$ cat src/design/ccr_map.vh
// Contract
// - With background calibration off, core-select code picks the offline core; 3 reserved.
// - Averaging bits 6:4 hold offset averaging, reset 6, larger means more.
// - Averaging bits 2:0 hold linearity averaging, reset 1, larger means more.
// - Progress register is read-only; bits 4:2 report the calibration status code.
// - Stopped flag bit 1 sets on background halt, clears on resume.
// - With background calibration off, stopped sets when foreground finishes or skips.
// - Foreground-complete flag bit 0 sets when foreground finishes or is skipped.
// - Pin-setup bits 2:1 route complete, stopped, alarm or constant low to status pin.
// - Trigger-source bit 0 takes the software bit and ignores the trigger pin.
// - Trigger-source bit 1 takes the trigger pin and ignores the software bit.
// - Software trigger bit 0 resets to 1 and stands in for the pin level.
// - In trigger-controlled low-power mode a sleeping core wakes on low trigger.
`ifndef CCR_MAP_VH
`define CCR_MAP_VH

`define CCR_OFS_CORE_SEL     8'h64
`define CCR_OFS_AVERAGING    8'h68
`define CCR_OFS_PROGRESS     8'h6a
`define CCR_OFS_PIN_SETUP    8'h6b
`define CCR_OFS_SW_TRIGGER   8'h6c
`define CCR_OFS_LOW_POWER    8'h6e

`define CCR_RST_CORE_SEL     8'h02
`define CCR_RST_AVERAGING    8'h61
`define CCR_RST_PIN_SETUP    8'h00
`define CCR_RST_SW_TRIGGER   8'h01
`define CCR_RST_LOW_POWER    8'h88
`define CCR_RDATA_IDLE       8'h00

`define CCR_CORE_SEL_MSB     1
`define CCR_CORE_SEL_LSB     0
`define CCR_OFS_AVG_MSB      6
`define CCR_OFS_AVG_LSB      4
`define CCR_LIN_AVG_MSB      2
`define CCR_LIN_AVG_LSB      0
`define CCR_STOPPED_BIT      1
`define CCR_COMPLETE_BIT     0
`define CCR_PIN_SEL_MSB      2
`define CCR_PIN_SEL_LSB      1
`define CCR_TRIG_SRC_BIT     0
`define CCR_SW_TRIG_BIT      0
`define CCR_LP_SLEEP_MSB     7
`define CCR_LP_SLEEP_LSB     5
`define CCR_LP_WAKE_MSB      4
`define CCR_LP_WAKE_LSB      3
`define CCR_LP_TRIG_BIT      1
`define CCR_LP_EN_BIT        0

`define CCR_CORE_CODE_C0     2'h0
`define CCR_CORE_CODE_C1     2'h1
`define CCR_CORE_CODE_C2     2'h2
`define CCR_PIN_CODE_DONE    2'h0
`define CCR_PIN_CODE_STOP    2'h1
`define CCR_PIN_CODE_ALARM   2'h2

`define CCR_SYNC_STAGES      2

`endif

$ cat src/design/ccr_sync.v
`timescale 1ns/1ns
`default_nettype none
module ccr_sync #(
   parameter STAGES = 2
) (
   input  wire clk,
   input  wire rst_n,
   input  wire din,
   output wire dout
);

   reg [STAGES-1:0] chain_r;

   // The reset value is high so that an idle trigger does not look like a wake request.
   always @(posedge clk) begin
      if (!rst_n) begin
         chain_r <= {STAGES{1'b1}};
      end else begin
         chain_r <= {chain_r[STAGES-2:0], din};
      end
   end

   assign dout = chain_r[STAGES-1];

endmodule
`default_nettype wire

$ cat src/design/ccr_top.v
// Strobed register access was decided locally.
`timescale 1ns/1ns
`default_nettype none
`include "ccr_map.vh"
module ccr_top #(
   parameter SYNC_STAGES = `CCR_SYNC_STAGES
) (
   input  wire       CLOCK,
   input  wire       RST_N,
   input  wire [7:0] ADDR,
   input  wire [7:0] WDATA,
   input  wire       WR,
   input  wire       RD,
   output wire [7:0] RDATA,
   input  wire       BG_CAL_EN,
   input  wire       FG_FINISH,
   input  wire       BG_HALTED,
   input  wire       BG_RESUMED,
   input  wire       CAL_RESTART,
   input  wire [2:0] STAT_CODE,
   input  wire       ALARM,
   input  wire       HARDWARE_TRIGGER_PIN,
   output wire [2:0] CORE_DISABLE,
   output wire       CORE1_SUBST,
   output wire [2:0] OFFSET_AVERAGING,
   output wire [2:0] LINEARITY_AVERAGING,
   output wire       STATUS_OUTPUT_PIN,
   output wire       CAL_TRIGGER,
   output wire       LP_ENABLE,
   output wire       LP_TRIG_MODE,
   output wire [2:0] LP_SLEEP_SEL,
   output wire [1:0] LP_WAKE_SEL,
   output wire       CORE_WAKE
);

   reg  [7:0] core_sel_r;
   reg  [7:0] avg_r;
   reg  [7:0] pin_setup_r;
   reg  [7:0] sw_trig_r;
   reg  [7:0] low_power_r;
   reg        complete_r;
   reg        stopped_r;
   reg  [2:0] stat_r;
   reg  [7:0] rdata_r;
   reg  [7:0] rdata_nxt;
   reg  [3:0] core_map_r;
   reg        status_pin_r;
   reg        status_pin_nxt;
   reg        trigger_r;
   reg        wake_r;
   wire       hw_trig_s;
   wire       trig_nxt;
   wire       complete_set;
   wire       stopped_set;
   wire       stopped_clr;

   // Returns {core1 substitutes, core2 off, core1 off, core0 off}.
   function [3:0] ccr_core_map;
      input [1:0] code;
      input       bg_on;
      begin
         ccr_core_map = 4'h0;
         if (!bg_on) begin
            case (code)
               `CCR_CORE_CODE_C0: ccr_core_map = 4'h9;
               `CCR_CORE_CODE_C1: ccr_core_map = 4'h2;
               `CCR_CORE_CODE_C2: ccr_core_map = 4'hc;
               default:           ccr_core_map = 4'h0;
            endcase
         end
      end
   endfunction

   function wr_hit;
      input       strobe;
      input [7:0] addr;
      input [7:0] offset;
      begin
         wr_hit = strobe && (addr == offset);
      end
   endfunction

   // Software register file; the progress register has no write path.
   always @(posedge CLOCK) begin
      if (!RST_N) begin
         core_sel_r  <= `CCR_RST_CORE_SEL;
         avg_r       <= `CCR_RST_AVERAGING;
         pin_setup_r <= `CCR_RST_PIN_SETUP;
         sw_trig_r   <= `CCR_RST_SW_TRIGGER;
         low_power_r <= `CCR_RST_LOW_POWER;
      end else begin
         if (wr_hit(WR, ADDR, `CCR_OFS_CORE_SEL)) begin
            core_sel_r <= WDATA;
         end
         if (wr_hit(WR, ADDR, `CCR_OFS_AVERAGING)) begin
            avg_r <= WDATA;
         end
         if (wr_hit(WR, ADDR, `CCR_OFS_PIN_SETUP)) begin
            pin_setup_r <= WDATA;
         end
         if (wr_hit(WR, ADDR, `CCR_OFS_SW_TRIGGER)) begin
            sw_trig_r <= WDATA;
         end
         if (wr_hit(WR, ADDR, `CCR_OFS_LOW_POWER)) begin
            low_power_r <= WDATA;
         end
      end
   end

   assign complete_set = FG_FINISH;
   // Without background calibration there is no phase to halt at, so the end of
   // foreground calibration is the stopping point.
   assign stopped_set  = BG_HALTED | (FG_FINISH & ~BG_CAL_EN);
   assign stopped_clr  = BG_RESUMED | CAL_RESTART;

   // A set arriving with a clear wins, so a finish is never lost.
   always @(posedge CLOCK) begin
      if (!RST_N) begin
         complete_r <= 1'b0;
         stopped_r  <= 1'b0;
         stat_r     <= 3'h0;
      end else begin
         if (complete_set) begin
            complete_r <= 1'b1;
         end else if (CAL_RESTART) begin
            complete_r <= 1'b0;
         end
         if (stopped_set) begin
            stopped_r <= 1'b1;
         end else if (stopped_clr) begin
            stopped_r <= 1'b0;
         end
         stat_r <= STAT_CODE;
      end
   end

   always @* begin
      rdata_nxt = `CCR_RDATA_IDLE;
      if (RD) begin
         case (ADDR)
            `CCR_OFS_CORE_SEL:   rdata_nxt = core_sel_r;
            `CCR_OFS_AVERAGING:  rdata_nxt = avg_r;
            `CCR_OFS_PROGRESS:   rdata_nxt = {3'h0, stat_r, stopped_r, complete_r};
            `CCR_OFS_PIN_SETUP:  rdata_nxt = pin_setup_r;
            `CCR_OFS_SW_TRIGGER: rdata_nxt = sw_trig_r;
            `CCR_OFS_LOW_POWER:  rdata_nxt = low_power_r;
            default:             rdata_nxt = `CCR_RDATA_IDLE;
         endcase
      end
   end

   always @* begin
      case (pin_setup_r[`CCR_PIN_SEL_MSB:`CCR_PIN_SEL_LSB])
         `CCR_PIN_CODE_DONE:  status_pin_nxt = complete_r;
         `CCR_PIN_CODE_STOP:  status_pin_nxt = stopped_r;
         `CCR_PIN_CODE_ALARM: status_pin_nxt = ALARM;
         default:             status_pin_nxt = 1'b0;
      endcase
   end

   ccr_sync #(
      .STAGES (SYNC_STAGES)
   ) u_trig_sync (
      .clk   (CLOCK),
      .rst_n (RST_N),
      .din   (HARDWARE_TRIGGER_PIN),
      .dout  (hw_trig_s)
   );

   // The pin path is a few cycles slower than the software path because of the synchroniser.
   assign trig_nxt = pin_setup_r[`CCR_TRIG_SRC_BIT] ? hw_trig_s
                                                    : sw_trig_r[`CCR_SW_TRIG_BIT];

   always @(posedge CLOCK) begin
      if (!RST_N) begin
         rdata_r      <= `CCR_RDATA_IDLE;
         core_map_r   <= 4'h0;
         status_pin_r <= 1'b0;
         trigger_r    <= 1'b1;
         wake_r       <= 1'b0;
      end else begin
         rdata_r      <= rdata_nxt;
         core_map_r   <= ccr_core_map(core_sel_r[`CCR_CORE_SEL_MSB:`CCR_CORE_SEL_LSB],
                                      BG_CAL_EN);
         status_pin_r <= status_pin_nxt;
         trigger_r    <= trig_nxt;
         wake_r       <= low_power_r[`CCR_LP_EN_BIT] & low_power_r[`CCR_LP_TRIG_BIT]
                         & ~trig_nxt;
      end
   end

   assign RDATA               = rdata_r;
   assign CORE_DISABLE        = core_map_r[2:0];
   assign CORE1_SUBST         = core_map_r[3];
   assign OFFSET_AVERAGING    = avg_r[`CCR_OFS_AVG_MSB:`CCR_OFS_AVG_LSB];
   assign LINEARITY_AVERAGING = avg_r[`CCR_LIN_AVG_MSB:`CCR_LIN_AVG_LSB];
   assign STATUS_OUTPUT_PIN   = status_pin_r;
   assign CAL_TRIGGER         = trigger_r;
   assign LP_ENABLE           = low_power_r[`CCR_LP_EN_BIT];
   assign LP_TRIG_MODE        = low_power_r[`CCR_LP_TRIG_BIT];
   assign LP_SLEEP_SEL        = low_power_r[`CCR_LP_SLEEP_MSB:`CCR_LP_SLEEP_LSB];
   assign LP_WAKE_SEL         = low_power_r[`CCR_LP_WAKE_MSB:`CCR_LP_WAKE_LSB];
   assign CORE_WAKE           = wake_r;

endmodule
`default_nettype wire

$ cat config.mk
export PLATFORM = sky130hd
export DESIGN_NAME = ccr_top
export DESIGN_NICKNAME = d
export VERILOG_FILES = /design/src/design/ccr_sync.v /design/src/design/ccr_top.v
export VERILOG_INCLUDE_DIRS = /design/src /design/src/design
export SDC_FILE = /design/constraint.sdc
export NUM_CORES = 1
export LEC_CHECK = 0
export ABC_AREA = 1
export BUFFER_PORTS_ARGS = -buffer_cell sky130_fd_sc_hd__buf_2
export CAP_MARGIN = 20
export CORE_MARGIN = 2
export CORE_UTILIZATION = 54
export DETAILED_ROUTE_END_ITERATION = 10
export PLACE_DENSITY_LB_ADDON = 0.08
export SETUP_SLACK_MARGIN = 0.15
export SLEW_MARGIN = 20
export SYNTH_ARGS = -nofsm -noshare
export SYNTH_HDL_FRONTEND = slang
export SYNTH_SLANG_ARGS = --single-unit
$ cat constraint.sdc
create_clock -name CLOCK -period 1.26 [get_ports CLOCK]
set_input_delay 0 -clock CLOCK [delete_from_list [all_inputs] [get_ports CLOCK]]
set_output_delay 0 -clock CLOCK [all_outputs]
set_load 0.02 [all_outputs]
==> flow_summary.toml, run 1 <==
[setup_path]
crit_slowest_cell = "dlygate4sd3_1"
critical_path_class = "primary input to flop"
cp_data_arrival_time_ps = 1260
endpoint_kind = "flop"
path_buf_inv = 3
startpoint_type = "primary input"
path_delay_family = "buffers and inverters"
critPathRequiredTime_ps = 1520
max_stage_delay_ps = 530
critPathMaxFanout = 15
path_cells = "dlygate4sd3_1 > clkbuf_4 > buf_4 > o21ai_0 > nor3_1"

[placed_design]
port_buffers = 57
pre_cts_ws_ps = 14.6
dpl.hpwl_mm = 4.69
routabilityCongestion = 0.829

[synth]
synth_top_area_share = 0.443
ys_types = 29
synth-compound-area-share = 0.105
synth_mux_area_frac = 0
synth.area.top_cells = "dfxtp_1 (44%), nand3_1 (9.7%), nand2_1 (9.1%)"
synth-simple-area-share = 0.341
netlist_instances = 362
synth_top_family_by_area = "simple AND/OR/NAND/NOR gates"
ys_seq_area_frac = 0.443
syn-num-nets = 392
syn_area_mm2 = 0.00280
synth_xor_area_frac = 0
synth-seq-cells = 62
avgSynthCellArea_um2 = 7.74
synth_top_area_cell = "dfxtp_1"
yosys_warnings = 0
synthAdderAreaFrac = 0

[job]
drv_cap = 0

[detailed_routing]
drtIter0Drc = 170
vias_per_cell = 4.94
wl_per_cell_um = 13.3
drc = 0
detail_route.first_pass.iterations = 4
vias = 2515
wirelength_mm = 6.75
antenna_left = 0

[die]
fp.dieW_um = 76.0
die_h_um = 76.0
io-pin-count = 58
num_rows = 26
core_mm2 = 0.00504
initial_core_util = 0.555
die_area_mm2 = 0.00578

[cells_and_area]
nets = 464
num-fill-cells = 438
synthToLayoutAreaGrowth_pct = 25.8
antennaDiodeCount = 0
drive_gt1_frac = 0.253

[sta]
fmax_mhz = 1000
drv_slew = 0
rsz0062_at_grt = "false"
fin_setup_tns_ps = 0
min_period_ps = 997
fin_skew_ps = 3.65
tightest_slew_ps = 279
timing.final.ws_setup_ps = 263
fin_crit_sh = 0.792
finalHoldViolCount = 0
max_slew_margin = 0.814
setup_viol = 0

[cts]
max-clock-path-buffers = 2
cts-buffers-inserted = 9
root_buffer = "clkbuf_8"
clk_pin_slew_ps = 60
clkSinkCount = 62
cts_tree = "yes"
h-tree-depth = 3
worstSkewPairLatency_ps = 330

[pwr]
ir_worst_vdd_mv = 0.910
p_leak_nw = 1.69
cellPowerDensity_mw_per_mm2 = 1260
finalPower_mw = 4.42

[grt]
met3_usage = 0.0628
use_met1 = 0.358
antenna_found_initial = 0
met2_usage = 0.384
grtUsageTotal = 0.256
grt.busiest_layer = "met2"
grt_pass1_vias = 2329
grt_first_pass_wirelength_mm = 11.7
grt.overflow.total = 0
grt_max_degree = 33

[run_status]
status = "finished, final reports clean"

[min_path]
hp-class = "primary input to flop"
-- flip-flops by register name (all words and copies together) (netlist names) --
signal,count
CAL_TRIGGER,1
CORE_WAKE,1
RDATA,8
STATUS_OUTPUT_PIN,1
avg_r,8
complete_r,1
core_map_r,4
core_sel_r,8
low_power_r,8
pin_setup_r,8
stat_r,3
stopped_r,1
sw_trig_r,8
u_trig_sync.chain_r,2
-- layer usage --
metal / wire length [um] / up-vias / share of wire
met3: 412 / 5 / 0.061
li1: - / 1310 / -
met1: 3240 / 1129 / 0.48
met5: 0 / - / 0
met2: 3040 / 71 / 0.45
met4: 57 / 0 / 0.0084
-- what timing repair did --
item,4_1_cts,5_1_grt
hold endpoints to repair,38,0
setup endpoints to repair,0,5
hold buffers,18,0
setup buffers,0,0
resized for setup,0,2
-- cells in the final DEF, fill, tap and decap left out, drive strengths merged --
| cell | n |
|---|---|
| a21oi | 28 |
| buf | 66 |
| bufinv | 2 |
| clkbuf | 15 |
| clkinv | 1 |
| dfxtp | 62 |
| dlygate4sd3 | 18 |
| inv | 33 |
| nand2 | 72 |
| nand3 | 57 |
| nand3b | 1 |
| nand4 | 3 |
| nor2 | 50 |
| nor3 | 4 |
| o2111ai | 1 |
| o211ai | 2 |
| o21ai | 22 |
| or2 | 2 |
-- final timing paths --
path / startpoint / slack, ps / cells past startpoint / endpoint
worst max-delay path: RST_N / 260 / 5 / STATUS_OUTPUT_PIN
worst min-delay path: ALARM / 10 / 3 / STATUS_OUTPUT_PIN
worst max register to register: core_sel_r[0] / 410 / 4 / RDATA[0]
worst min register to register: u_trig_sync.chain_r[0] / 410 / 1 / u_trig_sync.chain_r[1]
-- power by group --
group | switching [mW] | total (mW) | internal [mW] | leakage [nW]
combinational | 0.176 | 0.296 | 0.120 | 1.05
sequential | 0.00872 | 1.99 | 1.98 | 0.502
clock | 0.751 | 2.14 | 1.39 | 0.129
-- cell families (layout without fill, tap and decap cells) --
group	count (synthesis)	count (layout)
AND/OR/NAND/NOR	189	189
AO/OA/AOI/OAI	53	53
flip-flops	62	62
buffers and inverters	58	135
-- cell usage after synthesis, drive strengths merged --
cell type   n
nand2      72
dfxtp      62
nand3      57
nor2       50
inv        33
a21oi      28
o21ai      22
buf        20
clkbuf      4
nor3        4
nand4       3
o211ai      2
or2         2
clkinv      1
nand3b      1
o2111ai     1
-- per-stage QoR --
stage,cells,utilization,hold WS [ps],cell area (um2)
after CTS,509,0.698,0.642,3520
after global routing,509,0.699,20.1,3520
after global placement,475,0.612,184,3080
after detailed placement,475,0.612,190,3080
after floorplan,362,-,97.6,2800
final,509,0.699,10.9,3520
-- area by class of cell --
type                            instances  area, um2  share of cell area
Multi-Input combinational cell        242       1250               0.356
Sequential cell                        62       1240               0.352
Timing Repair Buffer                   85        556               0.158
Clock buffer                           14        193              0.0547
Inverter                               34        133              0.0377
Tap cell                               70       87.6              0.0249
Clock inverter                          2       60.1              0.0171
-- worst register-to-register path, stage by stage, from the launching register on --
cell and delay, ps:
dfxtp_1 380, nand3_1 90, nand2_1 90, inv_1 50, a21oi_1 160
Power figures use the tool's default switching activity.
==> run 2: changes to the inputs <==
- ABC_AREA: 1 -> 0
- CORE_UTILIZATION: 54 -> 49
- clock period: 1.26 -> 0.8 ns (I/O delays scaled with it)
==> run 2 against run 1 <==
The flow now finishes with violations (negative hold slack, negative setup slack). Flip-flop and latch count unchanged. Die area up 12%. First-iteration DRC count down 56%. Clock skew grew 3.1 ps. Global-route usage is 2.0 points lower. Critical path type is now flop to flop. Highest routed layer unchanged. Cell count is 12% lower. Clock power is 29% higher. Wire length is 8.1% higher. Count of clock-buffer cells in the layout shrank 3. Via count is 8.1% lower. Largest power group is now registers.
==> flow_summary.toml, run 2 <==
[grt]
grt_first_pass_wirelength_mm = 11.2
grtUsageTotal = 0.236
antenna_found_initial = 0
grt_max_degree = 27
grt_pass1_vias = 2318
grt.overflow.total = 0

[synth]
synth.area.top_cells = "dfxtp_1 (44%), mux2i_1 (15%), nor2b_1 (8.6%)"
synth_top_area_share = 0.435
netlist_instances = 264
synth-seq-cells = 62
synth_top_flop_cell = "dfxtp_1"
synth_edf_count = 0
yosysMostFrequentCell = "dfxtp_1"
syn-num-nets = 294
ys_types = 44
yosys_warnings = 0
syn_area_mm2 = 0.00285
avgSynthCellArea_um2 = 10.8
async_reset_ff_frac = 0
ys_seq_area_frac = 0.435
yosys-top-cells-count = "dfxtp_1 (62), mux2i_1 (43), nor2b_1 (39), buf_4 (15), nand2_1 (12)"
synth_top_area_cell = "dfxtp_1"

[cts]
clk_pin_slew_ps = 70
cts-buffers-inserted = 9
clkSinkCount = 62
root_buffer = "clkbuf_8"
max-clock-path-buffers = 2
h-tree-depth = 3
cts_tree = "yes"
worstSkewPairLatency_ps = 340

[pwr]
ir_worst_vdd_mv = 1.52
p_switching_mw = 1.56
intPower_mw = 4.96
pwr-share-clk = 0.426
combinationalPowerShare = 0.094
p_leak_nw = 1.94
switching_share = 0.239
seqPwrFrac = 0.480
cellPowerDensity_mw_per_mm2 = 1560

[detailed_routing]
antenna_left = 0
wirelength_mm = 7.30
vias_per_cell = 5.16
drc = 0
detail_route.first_pass.iterations = 4
wl_per_cell_um = 16.3
vias = 2312
drtIter0Drc = 75

[setup_path]
crit_end = "RDATA[3]"
cp_data_arrival_time_ps = 1310
rr_worst_depth = 3
crit_start = "low_power_r[3]"
rr_endpoint = "RDATA[3]"
rrSetupSlack_ps = -290
reg2reg_from = "low_power_r[3]"
endpoint_kind = "flop"
critPathRequiredTime_ps = 1010
startpoint_type = "flop"
critPathMaxFanout = 2
critical_path_class = "flop to flop"

[die]
core_mm2 = 0.00557
io-pin-count = 58
die_area_mm2 = 0.00645
num_rows = 27
fp.dieW_um = 80.3
initial_core_util = 0.512
die_h_um = 80.3

[placed_design]
port_buffers = 57
dpl.hpwl_mm = 4.68
routabilityCongestion = 0.878
place_area_mm2 = 0.00336

[cells_and_area]
multi_input_area_mm2 = 0.00150
final_cell_mix = "buf_6 (54), mux2i_1 (43), nor2b_1 (37), dfxtp_2 (33), buf_4 (28)"
antennaDiodeCount = 0
num-fill-cells = 404
drive_gt1_frac = 0.492
final_core_util = 0.751
final_area_mm2 = 0.00419
layout_commonest_cell = "buf_6"
nets = 401
layout.area.seq_mm2 = 0.00129
synthToLayoutAreaGrowth_pct = 46.7

[run_status]
status = "finished, violations left"
violations = "negative hold slack, negative setup slack"

[sta]
tightest_slew_ps = 361
whs_ps = -90.2
timing.final.ws_setup_ps = -293
rsz0062_at_grt = "true"
min_period_ps = 1090
setup_viol = 47
drv_slew = 0
fin_crit_sh = 1.37
fin_skew_ps = 6.70
finalHoldViolCount = 4
max_slew_margin = 0.759
fmax_mhz = 915

[job]
drv_cap = 0

[min_path]
hp-class = "primary input to flop"
run 2: cell count changes after synthesis, sizes merged, moves of 4 or more:
cell	delta
a21oi	-26
a22o	+10
a31oi	+4
and2	+9
inv	-32
mux2	+5
mux2i	+43
nand2	-60
nand3	-48
nor2	-42
nor2b	+41
nor3	-4
o21ai	-20
run 2: cell type report:
class / count / area share
timing repair buffer: 122 / 0.264
clock inverter: 5 / 0.0141
tap: 72 / 0.0215
inverter: 1 / 0.000897
sequential: 62 / 0.308
multi-input combinational: 175 / 0.358
clock buffer: 11 / 0.0338
run 2: worst min-delay path by stage:
stage | from | end | slack, ps | cells past startpoint
3_5_place_dp | HARDWARE_TRIGGER_PIN | u_trig_sync.chain_r[0] | 190 | 2
2_1_floorplan | BG_CAL_EN | core_map_r[1] | 80 | 1
3_3_place_gp | HARDWARE_TRIGGER_PIN | u_trig_sync.chain_r[0] | 180 | 2
6_report | BG_CAL_EN | core_map_r[1] | -90 | 2
4_1_cts | BG_CAL_EN | core_map_r[1] | -110 | 2
5_1_grt | BG_CAL_EN | core_map_r[1] | -110 | 2
run 2: cells by family (layout without fill, tap and decap cells):
logic type | Yosys count | after routing | synth area share
flops | 62 | 62 | 0.435
buf+inv | 28 | 139 | 0.0737
mux | 49 | 49 | 0.179
compound gates | 29 | 29 | 0.0776
simple gates | 96 | 97 | 0.235
run 2: critical path, stage by stage (launching register included):
cell and delay [ps]:
dfxtp_2 330, mux4_2 460, nand4b_1 100, a31oi_1 90
run 2: per-stage QoR:
stage	cells	total power, mW	hold slack, ps	worst slack, ps	TNS [ps]
after global placement	407	3.69	180	-461	-20180
after global routing	448	6.76	-112	-321	-6200
after CTS	444	6.54	-107	-312	-3870
after detailed placement	407	3.70	186	-482	-20800
final	448	6.52	-90.2	-293	-4330
after floorplan	264	3.48	77.5	-254	-9700
run 2: per-layer routing:
metal / wire [um] / global-route usage / vias to the layer above / share of wire
met3: 397 / 0.0551 / 12 / 0.054
met2: 3500 / 0.372 / 65 / 0.48
met5: 0 / 0 / - / 0
met4: 112 / 0.125 / 0 / 0.015
met1: 3290 / 0.299 / 1096 / 0.45
li1: - / - / 1139 / -
run 2: power by group through the flow:
stage                     logic, mW  clock network, mW  registers [mW]
final                         0.613               2.77            3.13
after detailed placement      0.496                  0            3.20
after global placement        0.495                  0            3.20
after floorplan               0.274                  0            3.21
after global routing          0.651               2.98            3.13
after CTS                     0.582               2.83            3.13
run 2: timing repair:
item,4_1_cts,5_1_grt
pin swaps,15,12
hold buffers,14,1
resized for setup,117,19
setup endpoints to repair,85,85
gates cloned,1,0
setup buffers,6,4
endpoints found under the hold margin,43,4
==> run 3: changes to the inputs <==
- TNS_END_PERCENT: unset -> 30
==> run 3 against run 2 <==
The run still ends with negative hold slack, negative setup slack left. Setup slack got worse by 34 ps. Clock skew up 1.6 ps. Die area unchanged. Power rose by 9.7%. Count of clock-buffer cells in the layout is the same. Design area grew 0.99%. Register-to-register slack worse by 30 ps. Sequential share of layout area shrank 0.36 points. Maximum frequency shrank 3.0%. Critical path type unchanged.
==> flow_summary.toml, run 3 (synthesis results as in run 2) <==
[cts]
clkSinkCount = 62
root_buffer = "clkbuf_8"
max-clock-path-buffers = 2
h-tree-depth = 3
clk_pin_slew_ps = 70
cts-buffers-inserted = 9
worstSkewPairLatency_ps = 350
cts_tree = "yes"
cts_hold_buf = 14

[pwr]
p_leak_nw = 1.96
cellPowerDensity_mw_per_mm2 = 1690
ir_worst_vdd_mv = 1.27

[setup_path]
rr_worst_depth = 4
cp_data_arrival_time_ps = 1350
critPathMaxFanout = 2
critPathRequiredTime_ps = 1020
worstSetupPathDepth = 4
path_buf_inv = 0
max_stage_delay_ps = 320
startpoint_type = "flop"
path_delay_family = "compound AO/OA/AOI/OAI gates"
endpoint_kind = "flop"
critical_path_class = "flop to flop"
path_cells = "mux2_4 > a22o_1 > a22oi_1 > nor2_1"
crit_slowest_cell = "dfxtp_2"

[min_path]
hold_path_depth = 2
hp-class = "primary input to flop"

[placed_design]
place_inst = 408
dpl.hpwl_mm = 4.86
pre_cts_ws_ps = -514
port_buffers = 57
routabilityCongestion = 0.783

[cells_and_area]
final_cell_mix = "buf_6 (48), mux2i_1 (41), nor2b_1 (38), buf_4 (35), dfxtp_2 (34)"
layout_commonest_cell = "buf_6"
final_cells = 452
layout.area.seq_mm2 = 0.00129
final_core_util = 0.758
multi_input_area_mm2 = 0.00146
synthToLayoutAreaGrowth_pct = 48.2
antennaDiodeCount = 0
drive_gt1_frac = 0.497
num-fill-cells = 383
nets = 405

[die]
num_rows = 27
die_h_um = 80.3
initial_core_util = 0.512
die_area_mm2 = 0.00645
io-pin-count = 58
fp.dieW_um = 80.3
core_mm2 = 0.00557

[sta]
tightest_slew_ps = 305
fin_crit_sh = 1.41
timing.final.ws_setup_ps = -327
fmax_mhz = 887
drv_slew = 0
rsz0062_at_grt = "true"
max_slew_margin = 0.796
finalHoldViolCount = 5
setup_viol = 54
min_period_ps = 1130
fin_skew_ps = 8.28
whs_ps = -127

[detailed_routing]
drtIter0Drc = 169
vias = 2320
dr_wl_met2_mm = 3.53
highest_layer = "met4"
dr_wl_met3_um = 435
drc = 0
wl_per_cell_um = 16.8
detail_route.first_pass.iterations = 4
vias_per_cell = 5.13
antenna_left = 0
wirelength_mm = 7.60
wl_met1_mm = 3.47

[grt]
antenna_found_initial = 0
grt.overflow.total = 0
grt_first_pass_wirelength_mm = 11.6
grtUsageTotal = 0.244
grt_pass1_vias = 2325
grt_max_degree = 22

[run_status]
status = "finished, violations left"
violations = "negative hold slack, negative setup slack"

[job]
drv_cap = 0
==> run 3: changes by cell type in the layout (fill, tap and decap cells not counted), sizes merged <==
cell      delta
buf          +4
clkinv       -1
clkinvlp     -1
bufinv       +2
==> run 3: final cells by class <==
type / instances / share of cell area
inverters: 1 / 0.000888
clock inverters: 5 / 0.0252
multi-input cells: 175 / 0.346
flip-flops and latches: 62 / 0.305
repair buffers: 126 / 0.268
clock buffers: 11 / 0.0335
well taps: 72 / 0.0213
==> run 3: layer usage <==
| layer | GRT usage | vias up |
|---|---|---|
| met5 | 0 | - |
| met2 | 0.387 | 68 |
| met4 | 0.107 | 0 |
| met3 | 0.0494 | 13 |
| li1 | - | 1152 |
| met1 | 0.320 | 1087 |
==> run 3: power by group <==
group	leakage, nW	switching [mW]	internal [mW]
registers	0.511	0.0176	3.11
logic	1.33	0.293	0.319
clock network	0.120	1.25	2.16
==> run 3: worst paths after layout <==
kind,from,to,slack [ps]
worst max-delay path,sw_trig_r[5],RDATA[5],-330
worst min-delay path,BG_CAL_EN,core_map_r[1],-130
worst max register to register,sw_trig_r[5],RDATA[5],-330
worst min register to register,u_trig_sync.chain_r[0],u_trig_sync.chain_r[1],430
==> run 3: per-stage QoR <==
step                TNS, ps  cell area (um2)  power, mW
finish                -4980             4230       7.15
global route          -6840             4230       7.34
CTS                   -4910             4110       7.17
detailed placement   -22230             3340       3.70
global placement     -21400             3340       3.70
floorplan            -10180             2850       3.47
==> run 3: timing repair <==
| action | CTS | global route |
|---|---|---|
| endpoints found under the hold margin | 46 | 3 |
| pin swaps | 21 | 10 |
| gates resized for setup | 114 | 12 |
| buffers inserted | 7 | 6 |
| cloned | 1 | 0 |
| endpoints found under the setup margin | 85 | 85 |
